File: src/hdl/spsir_pkg.sv
// constants for the serial port status, mask and receive holding registers
package spsir_pkg;

    localparam int unsigned ADDR_W           = 8;
    localparam int unsigned DATA_W           = 32;
    localparam int unsigned EVT_W            = 20;
    localparam int unsigned MODEM_W          = 4;
    localparam int unsigned CHAR_W           = 9;

    // register byte offsets
    localparam logic [7:0] OFS_COMMAND       = 8'h00;
    localparam logic [7:0] OFS_INT_ENABLE    = 8'h08;
    localparam logic [7:0] OFS_INT_DISABLE   = 8'h0C;
    localparam logic [7:0] OFS_INT_MASK      = 8'h10;
    localparam logic [7:0] OFS_STATUS        = 8'h14;
    localparam logic [7:0] OFS_RX_HOLDING    = 8'h18;

    // command register bits
    localparam int unsigned CMD_RST_STATUS   = 0;
    localparam int unsigned CMD_START_IDLE   = 1;
    localparam int unsigned CMD_RST_REPEAT   = 2;
    localparam int unsigned CMD_RST_NEGATIVE_ACK_FLAG     = 3;

    // event bit positions, shared by disable, mask and status
    localparam int unsigned BIT_RX_READY     = 0;
    localparam int unsigned BIT_TX_READY     = 1;
    localparam int unsigned BIT_BREAK        = 2;
    localparam int unsigned BIT_RX_DMA_DONE  = 3;
    localparam int unsigned BIT_TX_DMA_DONE  = 4;
    localparam int unsigned BIT_OVERRUN      = 5;
    localparam int unsigned BIT_FRAMING      = 6;
    localparam int unsigned BIT_PARITY       = 7;
    localparam int unsigned BIT_TIMEOUT      = 8;
    localparam int unsigned BIT_TX_DRAINED   = 9;
    localparam int unsigned BIT_REPEAT_LIMIT = 10;
    localparam int unsigned BIT_TX_BUF_EMPTY = 11;
    localparam int unsigned BIT_RX_BUF_FULL  = 12;
    localparam int unsigned BIT_NEG_ACK      = 13;
    localparam int unsigned BIT_CHANGE_LSB   = 16;
    localparam int unsigned BIT_LEVEL_LSB    = 20;

    // receive holding layout
    localparam int unsigned RHR_SYNC_BIT     = 15;

    // bits 14 and 15 have no event source
    localparam logic [19:0] EVT_VALID        = 20'hF3FFF;
    localparam logic [19:0] MASK_RESET       = 20'h00000;
    localparam logic [8:0]  CHAR_RESET       = 9'h000;
    localparam logic [3:0]  MODEM_RESET      = 4'h0;
    localparam logic [31:0] RDATA_IDLE       = 32'h00000000;

endpackage

File: src/hdl/spsir_top.sv
// status, interrupt mask and receive holding logic of a serial port
//
// The plain strobed port and the register offsets are this design's own decisions.
`timescale 1ns/1ps

module spsir_top
    import spsir_pkg::*;
(
    input  wire logic                          SYS_CLK_IN,
    input  wire logic                          RST_N_IN,
    input  wire logic [spsir_pkg::ADDR_W-1:0]  REG_ADDR_IN,
    input  wire logic [spsir_pkg::DATA_W-1:0]  REG_WDATA_IN,
    input  wire logic                          REG_WR_IN,
    input  wire logic                          REG_RD_IN,
    output logic      [spsir_pkg::DATA_W-1:0]  REG_RDATA_OUT,
    output logic                               IRQ_OUT,
    output logic                               START_IDLE_TIMER_OUT,
    input  wire logic                          RX_ENABLE_IN,
    input  wire logic                          RX_CHAR_DONE_IN,
    input  wire logic [spsir_pkg::CHAR_W-1:0]  RX_CHAR_IN,
    input  wire logic                          RX_SYNC_KIND_IN,
    input  wire logic                          BREAK_EDGE_IN,
    input  wire logic                          OVERRUN_IN,
    input  wire logic                          FRAME_ERR_IN,
    input  wire logic                          PARITY_ERR_IN,
    input  wire logic                          TIMEOUT_EXPIRE_IN,
    input  wire logic                          TIMEOUT_VALUE_ZERO_IN,
    input  wire logic                          REPEAT_LIMIT_IN,
    input  wire logic                          SMART_CARD_MODE_IN,
    input  wire logic                          NEG_ACK_IN,
    input  wire logic                          TX_ENABLE_IN,
    input  wire logic                          TX_HOLD_FULL_IN,
    input  wire logic                          TX_SHIFT_BUSY_IN,
    input  wire logic                          START_BREAK_PENDING_IN,
    input  wire logic                          RX_DMA_DONE_IN,
    input  wire logic                          TX_DMA_DONE_IN,
    input  wire logic                          TX_DMA_BUF_EMPTY_IN,
    input  wire logic                          RX_DMA_BUF_FULL_IN,
    input  wire logic                          RING_IN,
    input  wire logic                          DATA_SET_READY_IN,
    input  wire logic                          CARRIER_DETECT_IN,
    input  wire logic                          CLEAR_TO_SEND_IN
);

    import spsir_pkg::*;

    typedef struct packed {
        logic [EVT_W-1:0]   mask;
        logic               rx_pending;
        logic [CHAR_W-1:0]  rx_char;
        logic               rx_sync;
        logic               brk;
        logic               ovr;
        logic               frm;
        logic               par;
        logic               tmo;
        logic               rep;
        logic               nak;
        logic [MODEM_W-1:0] pin_s1;
        logic [MODEM_W-1:0] pin_s2;
        logic [MODEM_W-1:0] pin_s3;
        logic [MODEM_W-1:0] chg;
        logic [DATA_W-1:0]  rdata;
        logic               irq;
        logic               idle_start;
    } spsir_state_s;

    spsir_state_s st_reg;
    spsir_state_s st_next;

    logic [EVT_W-1:0]   flag_vec;
    logic [MODEM_W-1:0] pin_raw;
    logic               wr_cmd;
    logic               rd_status;
    logic               rd_hold;
    logic               cmd_rst_status;
    logic               cmd_start_idle;
    logic               cmd_rst_repeat;
    logic               cmd_rst_negative_ack_flag;

    // order matches status bits 20..23 and 16..19
    assign pin_raw        = {CLEAR_TO_SEND_IN, CARRIER_DETECT_IN, DATA_SET_READY_IN, RING_IN};

    assign wr_cmd         = REG_WR_IN && (REG_ADDR_IN == OFS_COMMAND);
    assign rd_status      = REG_RD_IN && (REG_ADDR_IN == OFS_STATUS);
    assign rd_hold        = REG_RD_IN && (REG_ADDR_IN == OFS_RX_HOLDING);
    assign cmd_rst_status = wr_cmd && REG_WDATA_IN[CMD_RST_STATUS];
    assign cmd_start_idle = wr_cmd && REG_WDATA_IN[CMD_START_IDLE];
    assign cmd_rst_repeat = wr_cmd && REG_WDATA_IN[CMD_RST_REPEAT];
    assign cmd_rst_negative_ack_flag   = wr_cmd && REG_WDATA_IN[CMD_RST_NEGATIVE_ACK_FLAG];

    // live view of every event source as status reports it
    always_comb
    begin
        flag_vec                   = '0;
        flag_vec[BIT_RX_READY]     = st_reg.rx_pending && RX_ENABLE_IN;
        flag_vec[BIT_TX_READY]     = TX_ENABLE_IN && !TX_HOLD_FULL_IN
                                     && !START_BREAK_PENDING_IN;
        flag_vec[BIT_BREAK]        = st_reg.brk;
        flag_vec[BIT_RX_DMA_DONE]  = RX_DMA_DONE_IN;
        flag_vec[BIT_TX_DMA_DONE]  = TX_DMA_DONE_IN;
        flag_vec[BIT_OVERRUN]      = st_reg.ovr;
        flag_vec[BIT_FRAMING]      = st_reg.frm;
        flag_vec[BIT_PARITY]       = st_reg.par;
        flag_vec[BIT_TIMEOUT]      = st_reg.tmo && !TIMEOUT_VALUE_ZERO_IN;
        flag_vec[BIT_TX_DRAINED]   = TX_ENABLE_IN && !TX_HOLD_FULL_IN && !TX_SHIFT_BUSY_IN;
        flag_vec[BIT_REPEAT_LIMIT] = st_reg.rep;
        flag_vec[BIT_TX_BUF_EMPTY] = TX_DMA_BUF_EMPTY_IN;
        flag_vec[BIT_RX_BUF_FULL]  = RX_DMA_BUF_FULL_IN;
        flag_vec[BIT_NEG_ACK]      = st_reg.nak;
        flag_vec[BIT_CHANGE_LSB +: MODEM_W] = st_reg.chg;
    end

    always_comb
    begin
        st_next = st_reg;

        // modem pins are asynchronous: two flops, then one more for edge detect
        st_next.pin_s1 = pin_raw;
        st_next.pin_s2 = st_reg.pin_s1;
        st_next.pin_s3 = st_reg.pin_s2;

        // set wins over clear on every sticky flag
        st_next.chg = ((rd_status ? MODEM_RESET : st_reg.chg)
                       | (st_reg.pin_s2 ^ st_reg.pin_s3));

        if (rd_hold)
        begin
            st_next.rx_pending = 1'b0;
        end
        // latched even while the receiver is off, shown once it returns
        if (RX_CHAR_DONE_IN)
        begin
            st_next.rx_pending = 1'b1;
            st_next.rx_char    = RX_CHAR_IN;
            st_next.rx_sync    = RX_SYNC_KIND_IN;
        end

        st_next.brk = (st_reg.brk && !cmd_rst_status) || BREAK_EDGE_IN;
        st_next.ovr = (st_reg.ovr && !cmd_rst_status) || OVERRUN_IN;
        st_next.frm = (st_reg.frm && !cmd_rst_status) || FRAME_ERR_IN;
        st_next.par = (st_reg.par && !cmd_rst_status) || PARITY_ERR_IN;
        // zero timeout value keeps the flag from ever being armed
        st_next.tmo = ((st_reg.tmo && !cmd_start_idle) || TIMEOUT_EXPIRE_IN)
                      && !TIMEOUT_VALUE_ZERO_IN;
        st_next.rep = (st_reg.rep && !(cmd_rst_repeat && SMART_CARD_MODE_IN))
                      || REPEAT_LIMIT_IN;
        st_next.nak = (st_reg.nak && !cmd_rst_negative_ack_flag) || NEG_ACK_IN;

        // counter restart is the timer's job; this is its one-cycle trigger
        st_next.idle_start = cmd_start_idle;

        if (REG_WR_IN && (REG_ADDR_IN == OFS_INT_ENABLE))
        begin
            st_next.mask = st_reg.mask | (REG_WDATA_IN[EVT_W-1:0] & EVT_VALID);
        end
        else if (REG_WR_IN && (REG_ADDR_IN == OFS_INT_DISABLE))
        begin
            st_next.mask = st_reg.mask & ~REG_WDATA_IN[EVT_W-1:0];
        end

        // read data valid only in the cycle after the strobe
        st_next.rdata = RDATA_IDLE;
        if (REG_RD_IN)
        begin
            if (REG_ADDR_IN == OFS_INT_MASK)
            begin
                st_next.rdata[EVT_W-1:0] = st_reg.mask;
            end
            else if (REG_ADDR_IN == OFS_STATUS)
            begin
                st_next.rdata[EVT_W-1:0] = flag_vec;
                st_next.rdata[BIT_LEVEL_LSB +: MODEM_W] = st_reg.pin_s2;
            end
            else if (REG_ADDR_IN == OFS_RX_HOLDING)
            begin
                st_next.rdata[CHAR_W-1:0]   = st_reg.rx_char;
                st_next.rdata[RHR_SYNC_BIT] = st_reg.rx_sync;
            end
            else
            begin
                // write-only and unmapped offsets read as zero
                st_next.rdata = RDATA_IDLE;
            end
        end

        st_next.irq = |(flag_vec & st_reg.mask);
    end

    always_ff @(posedge SYS_CLK_IN)
    begin
        if (!RST_N_IN)
        begin
            st_reg.mask       <= MASK_RESET;
            st_reg.rx_pending <= 1'b0;
            st_reg.rx_char    <= CHAR_RESET;
            st_reg.rx_sync    <= 1'b0;
            st_reg.brk        <= 1'b0;
            st_reg.ovr        <= 1'b0;
            st_reg.frm        <= 1'b0;
            st_reg.par        <= 1'b0;
            st_reg.tmo        <= 1'b0;
            st_reg.rep        <= 1'b0;
            st_reg.nak        <= 1'b0;
            st_reg.pin_s1     <= MODEM_RESET;
            st_reg.pin_s2     <= MODEM_RESET;
            st_reg.pin_s3     <= MODEM_RESET;
            st_reg.chg        <= MODEM_RESET;
            st_reg.rdata      <= RDATA_IDLE;
            st_reg.irq        <= 1'b0;
            st_reg.idle_start <= 1'b0;
        end
        else
        begin
            st_reg <= st_next;
        end
    end

    assign REG_RDATA_OUT        = st_reg.rdata;
    assign IRQ_OUT              = st_reg.irq;
    assign START_IDLE_TIMER_OUT = st_reg.idle_start;

    // checks on the design's own state

    property p_disable_clears;
        @(posedge SYS_CLK_IN) disable iff (!RST_N_IN)
        (REG_WR_IN && REG_ADDR_IN == OFS_INT_DISABLE && REG_WDATA_IN[BIT_OVERRUN])
        |=> !st_reg.mask[BIT_OVERRUN];
    endproperty
    a_disable_clears: assert property (p_disable_clears)
        else $error("disable write left mask bit set");

    property p_mask_read;
        @(posedge SYS_CLK_IN) disable iff (!RST_N_IN)
        (REG_RD_IN && REG_ADDR_IN == OFS_INT_MASK)
        |=> REG_RDATA_OUT == {12'h000, $past(st_reg.mask)};
    endproperty
    a_mask_read: assert property (p_mask_read)
        else $error("mask read differs from mask");

    property p_rx_ready_read;
        @(posedge SYS_CLK_IN) disable iff (!RST_N_IN)
        rd_status |=> REG_RDATA_OUT[BIT_RX_READY] == $past(st_reg.rx_pending && RX_ENABLE_IN);
    endproperty
    a_rx_ready_read: assert property (p_rx_ready_read)
        else $error("receive ready wrong on status read");

    property p_hold_clears_ready;
        @(posedge SYS_CLK_IN) disable iff (!RST_N_IN)
        (rd_hold && !RX_CHAR_DONE_IN) |=> !st_reg.rx_pending && !flag_vec[BIT_RX_READY];
    endproperty
    a_hold_clears_ready: assert property (p_hold_clears_ready)
        else $error("holding read did not clear receive ready");

    property p_char_kept_while_off;
        @(posedge SYS_CLK_IN) disable iff (!RST_N_IN)
        (RX_CHAR_DONE_IN && !RX_ENABLE_IN) |=> st_reg.rx_pending;
    endproperty
    a_char_kept_while_off: assert property (p_char_kept_while_off)
        else $error("character lost while receiver off");

    property p_overrun_sticky;
        @(posedge SYS_CLK_IN) disable iff (!RST_N_IN)
        (OVERRUN_IN ##1 !cmd_rst_status) |=> st_reg.ovr;
    endproperty
    a_overrun_sticky: assert property (p_overrun_sticky)
        else $error("overrun flag did not hold");

    property p_timeout_zero;
        @(posedge SYS_CLK_IN) disable iff (!RST_N_IN)
        TIMEOUT_VALUE_ZERO_IN |-> !flag_vec[BIT_TIMEOUT];
    endproperty
    a_timeout_zero: assert property (p_timeout_zero)
        else $error("timeout flag set with zero value");

    property p_drained_read;
        @(posedge SYS_CLK_IN) disable iff (!RST_N_IN)
        rd_status |=> REG_RDATA_OUT[BIT_TX_DRAINED]
                      == $past(TX_ENABLE_IN && !TX_HOLD_FULL_IN && !TX_SHIFT_BUSY_IN);
    endproperty
    a_drained_read: assert property (p_drained_read)
        else $error("transmitter drained wrong");

    property p_repeat_needs_smart;
        @(posedge SYS_CLK_IN) disable iff (!RST_N_IN)
        (cmd_rst_repeat && !SMART_CARD_MODE_IN && st_reg.rep) |=> st_reg.rep;
    endproperty
    a_repeat_needs_smart: assert property (p_repeat_needs_smart)
        else $error("repetition flag cleared outside smart-card mode");

    property p_modem_change;
        @(posedge SYS_CLK_IN) disable iff (!RST_N_IN)
        (st_reg.pin_s2[3] != st_reg.pin_s3[3]) |=> st_reg.chg[3];
    endproperty
    a_modem_change: assert property (p_modem_change)
        else $error("pin change not flagged");

    // a read with no new edge in the same cycle must leave all change flags clear
    property p_change_clears;
        @(posedge SYS_CLK_IN) disable iff (!RST_N_IN)
        (rd_status && st_reg.pin_s2 == st_reg.pin_s3) |=> st_reg.chg == MODEM_RESET;
    endproperty
    a_change_clears: assert property (p_change_clears)
        else $error("status read did not clear change flags");

    property p_hold_read;
        @(posedge SYS_CLK_IN) disable iff (!RST_N_IN)
        rd_hold |=> REG_RDATA_OUT == {16'h0000, $past(st_reg.rx_sync), 6'h00, $past(st_reg.rx_char)};
    endproperty
    a_hold_read: assert property (p_hold_read)
        else $error("receive holding layout wrong");

    property p_levels_read;
        @(posedge SYS_CLK_IN) disable iff (!RST_N_IN)
        rd_status |=> REG_RDATA_OUT[BIT_LEVEL_LSB +: MODEM_W] == $past(st_reg.pin_s2);
    endproperty
    a_levels_read: assert property (p_levels_read)
        else $error("modem levels wrong on status read");

    property p_irq_follows;
        @(posedge SYS_CLK_IN) disable iff (!RST_N_IN)
        1'b1 ##1 1'b1 |-> IRQ_OUT == $past(|(flag_vec & st_reg.mask));
    endproperty
    a_irq_follows: assert property (p_irq_follows)
        else $error("interrupt does not match flags and mask");

endmodule

File: config.mk
export PLATFORM = sky130hd
export DESIGN_NAME = spsir_top
export DESIGN_NICKNAME = d
export VERILOG_FILES = /design/src/hdl/spsir_pkg.sv /design/src/hdl/spsir_top.sv
export SDC_FILE = /design/constraint.sdc
export NUM_CORES = 1
export LEC_CHECK = 0
export BUFFER_PORTS_ARGS = -buffer_cell sky130_fd_sc_hd__buf_2
export CORE_ASPECT_RATIO = 1.5
export CORE_MARGIN = 5
export CORE_UTILIZATION = 54
export DETAILED_ROUTE_END_ITERATION = 8
export PLACE_DENSITY = 0.94
export SLEW_MARGIN = 10
export SYNTH_ARGS = -nofsm -noshare
export SYNTH_HDL_FRONTEND = slang
export SYNTH_SLANG_ARGS = --single-unit
File: constraint.sdc
create_clock -name SYS_CLK_IN -period 2.9 [get_ports SYS_CLK_IN]
set_clock_uncertainty 0.15 [all_clocks]
set_input_delay 0.29 -clock SYS_CLK_IN [delete_from_list [all_inputs] [get_ports SYS_CLK_IN]]
set_output_delay 0.29 -clock SYS_CLK_IN [all_outputs]
set_load 0.05 [all_outputs]
==> impl_metrics.tcl <==
set metrics [dict create \
    slew_viol_final 0 \
    yosysTopAreaCell "dfxtp_1" \
    dr.pass1.iters 5 \
    dieArea_sq_mm 0.00781 \
    hold_slack_ns 0.0166 \
    vias 2758 \
    hold_path.class "in -> reg" \
    cts_num_sinks 80 \
    ant_nets 0 \
    overflow 0 \
    wl_um 8020 \
    power.density_mw_per_mm2 590 \
    grt_use_total 0.206 \
    wl_per_cell_um 16.4 \
    dp_hpwl_um 5740 \
    drtIter0Drc 369 \
    cts_buffers 9 \
    ir_drop_mv 0.297 \
    grt_max_degree 38 \
    finalHoldViolCount 0 \
    path_buf_inv 1 \
    crit_path_cell_trace "buf_2 -> nor4_1 -> nand2_1 -> o211ai_1 -> nor2_1" \
    critPathTopFamily "simple AND/OR/NAND/NOR gates" \
    arrival_ns 1.97 \
    area_growth_pct 18.6 \
    tns_ns 0 \
    std_cell_rows 35 \
    period_share 0.651 \
    period_needed_ns 1.89 \
    synth_area_sq_mm 0.00330 \
    grt_pass1_vias 2630 \
    critPathSlowestCell "nor4_1" \
    drive_above_1_share 0.320 \
    synthTopCellsByArea "dfxtp_1 (48%), buf_4 (7.3%), a311oi_2 (4.5%)" \
    netlist.area_leader.share 0.485 \
    postCtsSetupBuffers 0 \
    slew_headroom 0.506 \
    io_buffers 90 \
    stdcell_count 490 \
    critPathKind "in -> reg" \
    coreArea_sq_mm 0.00604 \
    critPathMaxFanout 36 \
    crit_path_start_kind "primary input" \
    synth_edf_count 0 \
    yosys_warnings 0 \
    pin_count 111 \
    synth_common_cells "dfxtp_1 (80), buf_4 (32), nor2_1 (29), a21oi_1 (25), and2_1 (17)" \
    ctsResizeCount 0 \
    place_inst 463 \
    cts_max_path_buffers 2 \
    fmax_ghz 0.530 \
    diodes 0 \
    crit_required_ns 2.98 \
    cts_root_buf "clkbuf_8" \
    critPathMaxStageDelay_ns 0.61 \
    synth_ff_type "dfxtp_1" \
    cts.clk_slew.worst_paths_ns 0.08 \
    maxCapViolations 0 \
    design_area_sq_mm 0.00392 \
    antenna_found_initial 0 \
    avgViaCountPerCell 5.63 \
    synth_cell_type_count 40 \
    ys_seq_elements 80 \
    rsz0062_at_grt "false" \
    finalSetupViolCount 0 \
    yosysSeqAreaShare 0.485 \
    status "finished clean" \
    drc 0 \
    worst_pin_slew_ns 0.740 \
    placed_area_sq_mm 0.00356 \
    ctsHtreeMaxLevel 3 \
    yosysMostFrequentCell "dfxtp_1" \
    die_h_um 106 \
    finalNetCount 488 \
    grt_pass1_wl_um 12400 \
    endpoint_kind "register" \
    async_flop_share 0 \
    clock_latency_ns 0.35 \
    cts_tree "yes" \
    start_util 0.547 \
    leakage_uw 0.00174 \
    syn_area_per_cell_sq_um 9.77 \
    gp_congestion 0.870 \
    syn_inst 338 \
    die_x_um 73.9 \
]
[final timing paths]
check / from / endpoint / slack, ns / cells after the start
max reg2reg: register / IRQ_OUT / 1.34 / 4
max: REG_ADDR_IN[2] / REG_RDATA_OUT[1] / 1.01 / 5
min: REG_WDATA_IN[5] / register / 0.02 / 2
min reg2reg: st_next[44] / st_next[40] / 0.29 / 1
[kinds of logic (layout without fill, tap and decap cells)]
kind of cell	count (synthesis)	count (layout)	synth area share
AOI/OAI and AO/OA	92	92	0.214
xor gates and xnor gates	4	4	0.0106
buffers and inverters	68	139	0.124
DFF	80	80	0.485
muxes	12	12	0.0364
other	1	8	0.00114
and+or+nand+nor	81	81	0.129
[power breakdown]
group	internal, uW	switching (uW)	leakage, uW	total (uW)
Clock	573	407	0.000116	980
Combinational	76.6	113	0.000968	189
Sequential	1130	18.0	0.000652	1140
Total	1770	538	0.00174	2310
[metal layers]
layer / vias up / global-route usage / wire [um]
li1: 1297 / - / -
met1: 1286 / 0.243 / 3000
met5: - / 0 / 0
met2: 146 / 0.326 / 3890
met4: 0 / 0.139 / 384
met3: 29 / 0.0448 / 749
[cell type report]
type | instances | area, sq um
multi-input cells | 197 | 1320
fillers | 496 | 2130
flip-flops and latches | 80 | 1600
clock inverters | 7 | 119
well taps | 74 | 92.6
clock buffers | 9 | 124
inverters | 17 | 63.8
repair buffers | 106 | 598
[through the flow]
step	setup WS, ns	utilization	total power [uW]
6_report	1.01	0.648	2310
5_1_grt	0.904	0.648	2390
4_1_cts	1.03	0.646	2320
3_5_place_dp	0.781	0.590	1340
3_3_place_gp	0.872	0.590	1340
2_1_floorplan	1.31	-	1270
[cells in the final DEF (no fill, tap or decap), types with 4 or more instances in the layout]
cell,count
a21oi_1,25
a21oi_2,10
a22o_1,12
a311oi_1,7
a311oi_2,10
a31oi_1,7
and2_1,17
buf_2,90
buf_4,5
clkbuf_8,9
conb_1,8
dfxtp_1,80
dlygate4sd3_1,11
inv_1,16
mux2i_1,12
nand2_1,9
nand4_1,4
nor2_1,29
nor3_1,9
o21ai_0,12
xor2_1,4
[timing repair]
| action | in CTS | in global routing |
|---|---|---|
| hold buffers | 10 | 1 |
| setup endpoints to repair | 0 | 0 |
| endpoints found under the hold margin | 10 | 1 |
No activity file was read; power rests on OpenSTA's default activity.
